===== config.mk =====
export PLATFORM = sky130hd
export DESIGN_NAME = rscs_sequencer
export DESIGN_NICKNAME = d
export VERILOG_FILES = /design/src/hdl/rscs_pkg.sv /design/src/hdl/rscs_sequencer.sv /design/src/hdl/rscs_buffer.sv
export SDC_FILE = /design/constraint.sdc
export NUM_CORES = 2
export LEC_CHECK = 0
export BUFFER_PORTS_ARGS = -buffer_cell sky130_fd_sc_hd__buf_2
export CORE_MARGIN = 4
export CORE_UTILIZATION = 50
export CTS_CLUSTER_SIZE = 16
export DETAILED_ROUTE_END_ITERATION = 8
export PLACE_DENSITY_LB_ADDON = 0.1
export REMOVE_ABC_BUFFERS = 1
export SYNTH_ARGS = -nofsm -noshare
export SYNTH_HDL_FRONTEND = slang
export SYNTH_HIERARCHICAL = 1
export SYNTH_SLANG_ARGS = --single-unit

===== constraint.sdc =====
create_clock -name CLK -period 4 [get_ports CLK]
set_clock_uncertainty 0.1 [all_clocks]
set_input_delay 1.2 -clock CLK [delete_from_list [all_inputs] [get_ports CLK]]
set_output_delay 1.2 -clock CLK [all_outputs]
set_load 0.1 [all_outputs]

===== src/hdl/rscs_pkg.sv =====
package rscs_pkg;
    localparam logic [7:0]  OP_REGULATOR  = 8'h96;
    localparam logic [7:0]  OP_IMAGE_CAL  = 8'h98;
    localparam logic [7:0]  OP_SWITCH_CFG = 8'h9d;
    localparam logic [7:0]  OP_PROTOCOL   = 8'h8a;
    localparam logic [7:0]  OP_MODULATION = 8'h8b;
    localparam logic [7:0]  OP_FRAME      = 8'h8c;
    localparam logic [7:0]  OP_BUF_BASE   = 8'h8f;
    localparam logic [7:0]  DEF_CAL_LO    = 8'he1;
    localparam logic [7:0]  DEF_CAL_HI    = 8'he9;
    localparam logic [7:0]  SW_ENABLE     = 8'h01;
    localparam int          CLK_NS        = 100;
    localparam int          CAL_US        = 100;
    localparam int          CAL_CYC       = (CAL_US * 1000) / CLK_NS;
    localparam int          LEAD_US       = 5;
    localparam int          LEAD_CYC      = (LEAD_US * 1000 + CLK_NS - 1) / CLK_NS;
    localparam int          BUF_DEPTH     = 256;
    localparam logic [1:0]  CFG_NONE      = 2'h0;
    localparam logic [1:0]  CFG_PROTO     = 2'h1;
    localparam logic [1:0]  CFG_MOD       = 2'h2;
    localparam logic [1:0]  CFG_DONE      = 2'h3;
    typedef enum logic [1:0] {
        RF_IDLE = 2'b00,
        RF_LEAD = 2'b01,
        RF_TX   = 2'b10,
        RF_TAIL = 2'b11
    } rscs_rf_t;
endpackage : rscs_pkg


===== src/hdl/rscs_sequencer.sv =====
`timescale 1ns/100ps
// Operation
// - every received byte outside sleep is written to the buffer whatever the crc result
// - overlong receive packets keep writing past rx region into tx area
// - regulator command byte 0 selects linear only, 1 adds buck in active states; here taken only in STANDBY_RC, and BUCK_EN then holds in every state
// - after reset only the linear regulator is used
// - reset triggers automatic image calibration over the default band
// - image calibration command is opcode, lower bound, upper bound
// - completed calibration covers every frequency between the two bounds
// - with switch control on, pin is 1 from tx request until pa ramped down, 0 when idle or in sleep
// - pin rises before pa ramp up and falls after ramp down
// - switch config byte 0x00 frees pin for irq, 0x01 gives switch control
// - other commands are accepted in any order, but protocol, modulation and frame set CFG_COMPLETE only in that order
// - a shared 256-byte buffer serves transmit and receive, not in sleep
module rscs_sequencer #(
    parameter int CAL_CYCLES  = rscs_pkg::CAL_CYC,
    parameter int LEAD_CYCLES = rscs_pkg::LEAD_CYC
) (
    input  wire logic       CLK,
    input  wire logic       SYS_RST,
    input  wire logic       CMD_VALID,
    input  wire logic [7:0] CMD_BYTE,
    input  wire logic       CMD_END,
    input  wire logic       SLEEP_MODE,
    input  wire logic       STANDBY_RC,
    input  wire logic       TX_REQ,
    input  wire logic       PA_RAMPED_DOWN,
    input  wire logic       IRQ_LEVEL,
    input  wire logic       RX_BYTE_VALID,
    input  wire logic [7:0] RX_BYTE,
    input  wire logic       RX_START,
    input  wire logic [7:0] RD_ADDR,
    output logic            BUSY,
    output logic            BUCK_EN,
    output logic            CAL_VALID,
    output logic [7:0]      CAL_LO,
    output logic [7:0]      CAL_HI,
    output logic            RF_SWITCH_PIN,
    output logic            PA_RAMP_START,
    output logic            CFG_COMPLETE,
    output logic [7:0]      RD_DATA
);
    logic [7:0]         op_ff;
    logic [1:0]         idx_ff;
    logic [7:0]         p1_ff;
    logic               buck_ff;
    logic               sw_en_ff;
    logic               cal_run_ff;
    logic               cal_ok_ff;
    logic [7:0]         lo_ff;
    logic [7:0]         hi_ff;
    logic [31:0]        cal_cnt_ff;
    logic [1:0]         cfg_ff;
    logic               cfg_done_ff;
    logic [7:0]         cur_op;
    logic [7:0]         rx_base_ff;
    logic [7:0]         tx_base_ff;
    logic [7:0]         wptr_ff;
    logic               busy_ff;
    logic               pin_ff;
    logic               ramp_ff;
    logic [31:0]        lead_ff;
    rscs_pkg::rscs_rf_t rf_ff;
    logic               done_cmd;
    logic [7:0]         buf_q;
    initial begin
        if (CAL_CYCLES < 1 || LEAD_CYCLES < 1) $error("cycle counts must be at least one");
    end
    assign done_cmd = CMD_VALID && CMD_END && !busy_ff;
    // opcode of the command ending now, also when it is a single byte
    assign cur_op   = (idx_ff == 2'h0) ? CMD_BYTE : op_ff;
    // command byte capture
    always_ff @(posedge CLK) begin
        if (SYS_RST) begin
            idx_ff <= 2'h0;
            op_ff  <= 8'h00;
            p1_ff  <= 8'h00;
        end else if (CMD_VALID && !busy_ff) begin
            if (CMD_END) begin
                idx_ff <= 2'h0;
            end else begin
                idx_ff <= (idx_ff == 2'h3) ? idx_ff : idx_ff + 2'h1;
            end
            if (idx_ff == 2'h0) begin
                op_ff <= CMD_BYTE;
            end
            if (idx_ff == 2'h1) begin
                p1_ff <= CMD_BYTE;
            end
        end
    end
    // regulator and switch configuration
    always_ff @(posedge CLK) begin
        if (SYS_RST) begin
            buck_ff  <= 1'b0;
            sw_en_ff <= 1'b0;
        end else if (done_cmd && idx_ff == 2'h1) begin
            if (op_ff == rscs_pkg::OP_REGULATOR && STANDBY_RC) begin
                buck_ff <= CMD_BYTE[0];
            end
            if (op_ff == rscs_pkg::OP_SWITCH_CFG) begin
                sw_en_ff <= (CMD_BYTE == rscs_pkg::SW_ENABLE);
            end
        end
    end
    // image calibration, including the one after reset
    always_ff @(posedge CLK) begin
        if (SYS_RST) begin
            cal_run_ff <= 1'b1;
            cal_ok_ff  <= 1'b0;
            lo_ff      <= rscs_pkg::DEF_CAL_LO;
            hi_ff      <= rscs_pkg::DEF_CAL_HI;
            cal_cnt_ff <= 32'h0;
        end else if (cal_run_ff) begin
            if (cal_cnt_ff == 32'(CAL_CYCLES - 1)) begin
                cal_run_ff <= 1'b0;
                cal_ok_ff  <= 1'b1;
            end else begin
                cal_cnt_ff <= cal_cnt_ff + 32'h1;
            end
        end else if (done_cmd && idx_ff == 2'h2 && op_ff == rscs_pkg::OP_IMAGE_CAL) begin
            lo_ff      <= p1_ff;
            hi_ff      <= CMD_BYTE;
            cal_run_ff <= 1'b1;
            cal_ok_ff  <= 1'b0;
            cal_cnt_ff <= 32'h0;
        end
    end
    // radio configuration order tracking; others do not matter
    always_ff @(posedge CLK) begin
        if (SYS_RST) begin
            cfg_ff      <= rscs_pkg::CFG_NONE;
            cfg_done_ff <= 1'b0;
        end else if (done_cmd) begin
            unique case (cur_op)
                rscs_pkg::OP_PROTOCOL: begin
                    cfg_ff      <= rscs_pkg::CFG_PROTO;
                    cfg_done_ff <= 1'b0;
                end
                rscs_pkg::OP_MODULATION: begin
                    if (cfg_ff == rscs_pkg::CFG_PROTO) cfg_ff <= rscs_pkg::CFG_MOD;
                end
                rscs_pkg::OP_FRAME: begin
                    if (cfg_ff == rscs_pkg::CFG_MOD) begin
                        cfg_ff      <= rscs_pkg::CFG_DONE;
                        cfg_done_ff <= 1'b1;
                    end
                end
                default: cfg_ff <= cfg_ff;
            endcase
        end
    end
    // buffer base offsets
    always_ff @(posedge CLK) begin
        if (SYS_RST) begin
            tx_base_ff <= 8'h00;
            rx_base_ff <= 8'h00;
        end else if (done_cmd && idx_ff == 2'h2 && op_ff == rscs_pkg::OP_BUF_BASE) begin
            tx_base_ff <= p1_ff;
            rx_base_ff <= CMD_BYTE;
        end
    end
    // receive write pointer wraps freely over the whole buffer
    always_ff @(posedge CLK) begin
        if (SYS_RST) begin
            wptr_ff <= 8'h00;
        end else if (RX_START) begin
            wptr_ff <= rx_base_ff;
        end else if (RX_BYTE_VALID && !SLEEP_MODE) begin
            wptr_ff <= wptr_ff + 8'h01;
        end
    end
    rscs_buffer #(
        .DEPTH (rscs_pkg::BUF_DEPTH)
    ) u_buf (
        .clk      (CLK),
        .we       (RX_BYTE_VALID && !SLEEP_MODE),
        .waddr    (wptr_ff),
        .wdata    (RX_BYTE),
        .raddr    (RD_ADDR),
        .rdata_ff (buf_q)
    );
    // busy while a command executes or calibration runs
    always_ff @(posedge CLK) begin
        if (SYS_RST) begin
            busy_ff <= 1'b1;
        end else begin
            busy_ff <= cal_run_ff || done_cmd;
        end
    end
    // rf switch sequencing around pa ramps
    always_ff @(posedge CLK) begin
        if (SYS_RST) begin
            rf_ff   <= rscs_pkg::RF_IDLE;
            lead_ff <= 32'h0;
            ramp_ff <= 1'b0;
        end else begin
            ramp_ff <= 1'b0;
            unique case (rf_ff)
                rscs_pkg::RF_IDLE: begin
                    if (TX_REQ) begin
                        rf_ff   <= rscs_pkg::RF_LEAD;
                        lead_ff <= 32'h0;
                    end
                end
                rscs_pkg::RF_LEAD: begin
                    if (lead_ff == 32'(LEAD_CYCLES - 1)) begin
                        rf_ff   <= rscs_pkg::RF_TX;
                        ramp_ff <= 1'b1;
                    end else begin
                        lead_ff <= lead_ff + 32'h1;
                    end
                end
                rscs_pkg::RF_TX: begin
                    if (!TX_REQ) rf_ff <= rscs_pkg::RF_TAIL;
                end
                rscs_pkg::RF_TAIL: begin
                    if (PA_RAMPED_DOWN) rf_ff <= rscs_pkg::RF_IDLE;
                end
            endcase
        end
    end
    always_ff @(posedge CLK) begin
        if (SYS_RST) begin
            pin_ff <= 1'b0;
        end else if (sw_en_ff) begin
            pin_ff <= (rf_ff != rscs_pkg::RF_IDLE) && !SLEEP_MODE;
        end else begin
            pin_ff <= IRQ_LEVEL;
        end
    end
    assign BUSY          = busy_ff;
    assign BUCK_EN       = buck_ff;
    assign CAL_VALID     = cal_ok_ff;
    assign CAL_LO        = lo_ff;
    assign CAL_HI        = hi_ff;
    assign RF_SWITCH_PIN = pin_ff;
    assign PA_RAMP_START = ramp_ff;
    assign CFG_COMPLETE  = cfg_done_ff;
    assign RD_DATA       = buf_q;
    property p_ramp_lead;
        @(posedge CLK) disable iff (SYS_RST)
        $rose(ramp_ff) |-> pin_ff || !sw_en_ff;
    endproperty
    a_ramp_lead: assert property (p_ramp_lead) else $error("pin low at pa ramp");
    property p_reset_linear;
        @(posedge CLK) $fell(SYS_RST) |-> !buck_ff;
    endproperty
    a_reset_linear: assert property (p_reset_linear) else $error("buck on after reset");
    property p_busy_cal;
        @(posedge CLK) disable iff (SYS_RST)
        cal_run_ff |=> busy_ff;
    endproperty
    a_busy_cal: assert property (p_busy_cal) else $error("not busy in calibration");
    property p_pin_idle_low;
        @(posedge CLK) disable iff (SYS_RST)
        sw_en_ff && $past(sw_en_ff) && $past(rf_ff) == rscs_pkg::RF_IDLE |-> !pin_ff;
    endproperty
    a_pin_idle_low: assert property (p_pin_idle_low) else $error("pin high outside tx");
    property p_rx_write;
        @(posedge CLK) disable iff (SYS_RST)
        RX_BYTE_VALID && !SLEEP_MODE && !RX_START |=> wptr_ff == $past(wptr_ff) + 8'h01;
    endproperty
    a_rx_write: assert property (p_rx_write) else $error("rx pointer stalled");
    property p_cal_done;
        @(posedge CLK) disable iff (SYS_RST)
        $fell(cal_run_ff) |-> cal_ok_ff;
    endproperty
    a_cal_done: assert property (p_cal_done) else $error("calibration not valid");
    property p_reg_only_rc;
        @(posedge CLK) disable iff (SYS_RST)
        $changed(buck_ff) |-> $past(STANDBY_RC);
    endproperty
    a_reg_only_rc: assert property (p_reg_only_rc) else $error("regulator outside rc");
    property p_cfg_order;
        @(posedge CLK) disable iff (SYS_RST)
        $rose(CFG_COMPLETE) |-> $past(cfg_ff) == rscs_pkg::CFG_MOD;
    endproperty
    a_cfg_order: assert property (p_cfg_order) else $error("frame before modulation");
endmodule : rscs_sequencer


===== src/hdl/rscs_buffer.sv =====
`timescale 1ns/100ps
module rscs_buffer #(
    parameter int DEPTH = rscs_pkg::BUF_DEPTH
) (
    input  wire logic       clk,
    input  wire logic       we,
    input  wire logic [7:0] waddr,
    input  wire logic [7:0] wdata,
    input  wire logic [7:0] raddr,
    output logic      [7:0] rdata_ff
);
    logic [7:0] mem [DEPTH];
    initial begin
        if (DEPTH != 256) $error("depth must be 256");
    end
    always_ff @(posedge clk) begin
        if (we) begin
            mem[waddr] <= wdata;
        end
    end
    always_ff @(posedge clk) begin
        rdata_ff <= mem[raddr];
    end
endmodule : rscs_buffer


## Yosys cells after proc, flatten, opt, wreduce, memory -nomap -nowiden

Memories as Yosys holds them, arrays and structs flattened. A register that Yosys moved wholly into a read port is not among the register bits.
Index checks and enable logic that the tools add are counted.

| word-level totals | value |
|---|---|
| register bits | 126 |
| RAM bits | 2,048 |
| input port bits | 35 |
| output and inout port bits | 30 |
| word-level logic and storage cells | 118 |
| memories | 1 |

| cells by class | value |
|---|---|
| add/subtract/negate cells | 4 |
| eq/ne operators | 28 |
| muxes and demuxes | 31 |
| bitwise logic cells | 2 |
| reduce and logical (&&, ||, !) cells | 33 |

Memories:

| memory | depth | bits a word | rd ports | clocked after Yosys merged registers in | wr ports | RTL line | RTL |
|---|---|---|---|---|---|---|---|
| u_buf.mem | 256 | 8 | 1 | 1 | 1 | rscs_buffer.sv:12 | `logic [7:0] mem [DEPTH];` |

Operators by type and width:

| kind | number |
|---|---|
| $mux 32 | 5 |
| $add 32x1->32 const B | 2 |
| $pmux 32 s2 | 1 |
| $eq 8x8->1 const B | 7 |
| $eq 32x10->1 const B | 1 |
| $eq 32x6->1 const B | 1 |
| $mux 8 | 3 |
| $ne 2x2->1 const B | 9 |
| $mux 2 | 8 |
| $reduce_and 2->1 | 7 |
| $mux 1 | 11 |
| $eq 2x2->1 const B | 5 |
| $logic_and 1x1->1 | 10 |
| $reduce_bool 2->1 | 5 |
| $add 8x1->8 const B | 1 |
| $eq 8x1->1 const B | 1 |
| $pmux 2 s4 | 1 |
| $reduce_and 4->1 | 2 |
| $eq 2x1->1 const B | 3 |
| $pmux 2 s3 | 1 |
| $reduce_and 3->1 | 2 |
| $logic_not 2->1 | 2 |
| $reduce_bool 3->1 | 1 |
| $add 2x1->2 const B | 1 |
| 6 further kinds | 8 |

## Longest topological paths before layout

| logic depth | value |
|---|---|
| depth after elaboration | 6 |
| depth in mapped cells | 11 |
| gate-level depth less buffers | 7 |

## Cells and area by module

The synthesis kept the hierarchy.

Modules (own cells, without submodules):

| module | times used | cells an instance | area each (um^2) | sequential area each (um^2) |
|---|---|---|---|---|
| rscs_buffer | 1 | 3,733 | 79,556.3 | 61,659.1 |
| rscs_sequencer | 1 | 774 | 6,377.4 | 2,522.4 |

## Least setup slack after synthesis

OpenSTA, ideal clock, no wires.

| timing path | value |
|---|---|
| path kind | input port to flip-flop |
| start | input port SLEEP_MODE |
| end | memory u_buf.mem[234][0], enable pin |
| arrival | 2.844 ns |
| required time | 3.530 ns |
| setup slack | 0.686 ns |
| stages | 7 |
| path buffers | 3 |
| cell sequence | nand2b_1 > inv_1 > clkbuf_1 > buf_1 > nand3_1 > clkbuf_1 > nor2_1 |

| on the way | value |
|---|---|
| longest elaborated chain between the ends | 4 |

RTL lines:

| what | RTL line | RTL |
|---|---|---|
| start, declared | rscs_sequencer.sv:24 | `input wire logic SLEEP_MODE,` |
| $logic_not 1->1 | rscs_sequencer.sv:177 | `.we (RX_BYTE_VALID && !SLEEP_MODE),` |
| $logic_and 1x1->1 | rscs_sequencer.sv:177 |  |
| $mux 1 | rscs_buffer.sv:17 | `if (we) begin` |
| $mux 1 (not written as such) | rscs_buffer.sv:18 | `mem[waddr] <= wdata;` |
| end, declared | rscs_buffer.sv:12 |  |

Every way passes these cells.

==> summary.txt <==
Run status
  – Status: finished clean

Synthesis
  – Syn Inst Count: 4507
  – Mapped Area: 85900 sq um
  – Synth area leader: edfxtp_1
  – Top-count cell post-synth: edfxtp_1
  – Post-synth top flop: edfxtp_1
  – Seq/Total Area, Yosys: 0.747
  – Largest cells by area after synthesis: edfxtp_1 (72%), mux4_2 (12%), dfxtp_1 (3.1%), mux2i_1 (1.9%), nor2_1 (1.6%)
  – Async set-reset flop share out of synthesis: 0
  – Mean Syn Cell Area: 19.1 sq um
  – Yosys reg bits: 2182
  – Netlist cell types: 82
  – Synth top area share: 0.716
  – Commonest cells in the netlist: edfxtp_1 (2048), mux4_2 (454), nor2_1 (356), mux2i_1 (160), a21oi_1 (148)
  – Count of flip-flops with a built-in enable after synthesis: 2048
  – Syn. warnings: 6

Routing
  – First-pass DRT Iterations: 8
  – WL/cell: 29.3 microns
  – Drt initial violations: 4936
  – Met2 WL: 105000 microns
  – Vias post-DR: 46100
  – Vias per cell: 6.14
  – Final Routed Wirelength: 220000 microns
  – DR WL met3: 16700 microns
  – DRC viols: 0
  – Final ANT Viol Nets: 0
  – Met1 Wirelength: 93500 microns
  – Top Layer Used: met5

Timing
  – Period utilisation layout: 0.944
  – Finish-stage setup viols: 0
  – Tightest Pin Transition: 1.16 ns
  – Tmin final: 3.78 ns
  – Worst setup margin: 0.223 ns
  – Hold Vio Cnt, Final: 0
  – Worst rel slew slack: 0.222
  – RSZ-0062 raised after global routing: no
  – Max-slew violation count: 0
  – Max Fclk: 265 MHz

Setup path
  – Setup CP Type: in2reg
  – Worst setup SP type: primary input
  – R2r setup slk: 0.99 ns
  – Max FO, Critical Path: 25
  – Worst EP required: 4.57 ns
  – Worst Reg-to-Reg Cells: 6
  – Reg2reg end: u_buf/rdata_ff[0]$_DFF_P_
  – Reg-to-Reg Start: u_buf/mem[64][0]$_DFFE_PP_
  – Worst Setup End Kind: flip-flop
  – WP data arrival: 4.34 ns

Hold path
  – Hold-critical path depth: 2
  – Worst Hold Path EP: p1_ff[0]$_SDFFE_PP0P_
  – Hold path start: p1_ff[0]$_SDFFE_PP0P_
  – Worst hold-check path type: reg2reg

Floorplan
  – Core box area: 170000 sq um
  – Die W: 423 microns
  – Row count: 151
  – Initial Utilization: 0.505
  – I/O pin count: 65
  – DIE HEIGHT: 423 microns
  – Full die area: 179000 sq um

CTS
  – Clk slew on worst S/H paths: 0.06 ns
  – Clock root buffer: clkbuf_16
  – H-tree levels: 4
  – Cts repair resizes: 0
  – CTS tree: yes
  – Worst-skew pair later-pin latency: 0.83 ns
  – CTS Sinks: 2182
  – Setup bufs post-CTS: 0
  – CTS Buf Count: 218
  – Cts hold-fix bufs: 0
  – CTS Buffer Depth: 3

Finish
  – Area growth syn-to-layout: 16.5%
  – Layout cell share with drive strength beyond 1: 0.278
  – # nets final: 5154
  – Design Area, Final: 100000 sq um
  – Post-Layout Cell Count: 7515

Placed design
  – Placer Congestion: 0.835
  – Post-DP HPWL: 142000 microns
  – Pre-CTS WS: -0.627 ns
  – IO buf count: 64
  – Placed Area: 92900 sq um
  – Placed Cells: 7104

Global route
  – Total track usage: 0.248
  – Vias in the first global route: 46200
  – Initial antenna violation count: 9
  – Pin count of the biggest net entering global routing: 119
  – First-pass GRT wire length: 324000 microns
  – Grt total ovfl: 0

Power and ir drop
  – PD cells: 484 nW/um^2
  – Power Total: 0.0485 W
  – Pleak: 32.6 nW
  – VDD IR-drop max: 0.000524 V

Run
  – Max-Cap Viols: 0
[cell usage in the layout (no fill, tap or decap), types with 132 or more instances in the layout]
cell / synthesis / layout
a21oi_1: 148 / 148
a22oi_1: 138 / 138
buf_4: 27 / 530
clkbuf_16: 0 / 219
dfxtp_1: 134 / 134
edfxtp_1: 2048 / 2048
mux2i_1: 160 / 160
mux4_2: 454 / 454
nand2_1: 132 / 132
nor2_1: 356 / 353
[power by group]
part | internal [W] | switching (W) | leakage, nW | total (W)
sequential | 0.0250 | 0.0000678 | 19.5 | 0.0251
clock | 0.0120 | 0.00853 | 3.51 | 0.0205
combinational | 0.00104 | 0.00185 | 9.65 | 0.00290
total | 0.0380 | 0.0104 | 32.6 | 0.0485
[flip-flops by register name, summed over array words and instances, names as in the netlist, 2 cells and up]
register,flops
rf_ff,2
wptr_ff,8
cal_cnt_ff,32
cfg_ff,2
rx_base_ff,8
CAL_HI,8
u_buf/rdata_ff,8
p1_ff,8
op_ff,8
u_buf/mem,2048
lead_ff,32
idx_ff,2
CAL_LO,8
[per-stage QoR]
| stage | utilization | hold slack, ns | TNS (ns) |
|---|---|---|---|
| after floorplan | - | 0.326 | 0 |
| after global placement | 0.546 | 0.341 | -2.42 |
| after detailed placement | 0.546 | 0.346 | -2.31 |
| after CTS | 0.589 | 0.358 | 0 |
| after global routing | 0.589 | 0.366 | 0 |
| final | 0.589 | 0.358 | 0 |
[cells by family (layout without fill, tap and decap cells)]
family / after synthesis / after routing / synth area share
DFF: 2182 / 2182 / 0.747
xor gates and xnor gates: 17 / 17 / 0.00173
AOI/OAI and AO/OA: 543 / 543 / 0.0447
other: 0 / 4 / 0
and+or+nand+nor: 831 / 831 / 0.0462
buffers and inverters: 303 / 1089 / 0.0201
muxes: 618 / 618 / 0.138
adders and majority gates: 13 / 13 / 0.00189
[metal layers]
| metal | up-vias | GRT usage |
|---|---|---|
| met5 | - | 0 |
| met4 | 2 | 0.0646 |
| met3 | 292 | 0.0443 |
| met2 | 1756 | 0.388 |
| met1 | 24300 | 0.364 |
| li1 | 19800 | - |
[cell type report]
cell class	count	area [sq um]
Timing Repair Buffer	659	5730
Antenna cell	4	10.0
Tap cell	2218	2780
Clock buffer	259	5700
Inverter	23	86.3
Multi-Input combinational cell	2022	20100
Sequential cell	2182	64200
Clock inverter	148	1520
Fill cell	12600	69900
[worst max-delay path, cell delays in order]
cell	delay, ns
buf_8	0.15
buf_4	0.29
nor4b_1	1.00
a21oi_1	0.14
o211ai_1	0.13
a21oi_1	0.10
buf_4	0.17
nor4_1	0.75
buf_4	0.28
nor4_2	0.05
[worst max-delay path by stage]
| stage | startpoint | end | slack, ns | depth (start not counted) |
|---|---|---|---|---|
| finish | RD_ADDR[1] | u_buf/rdata_ff[0]$_DFF_P_ | 0.22 | 10 |
| global route | RD_ADDR[0] | u_buf/rdata_ff[0]$_DFF_P_ | 0.22 | 12 |
| CTS | RD_ADDR[0] | u_buf/rdata_ff[0]$_DFF_P_ | 0.25 | 9 |
| detailed placement | RD_ADDR[0] | u_buf/rdata_ff[0]$_DFF_P_ | -0.63 | 9 |
| global placement | RD_ADDR[0] | u_buf/rdata_ff[0]$_DFF_P_ | -0.62 | 9 |
| floorplan | RD_ADDR[2] | u_buf/rdata_ff[6]$_DFF_P_ | 0.29 | 6 |
Power figures use the tool's default switching activity.
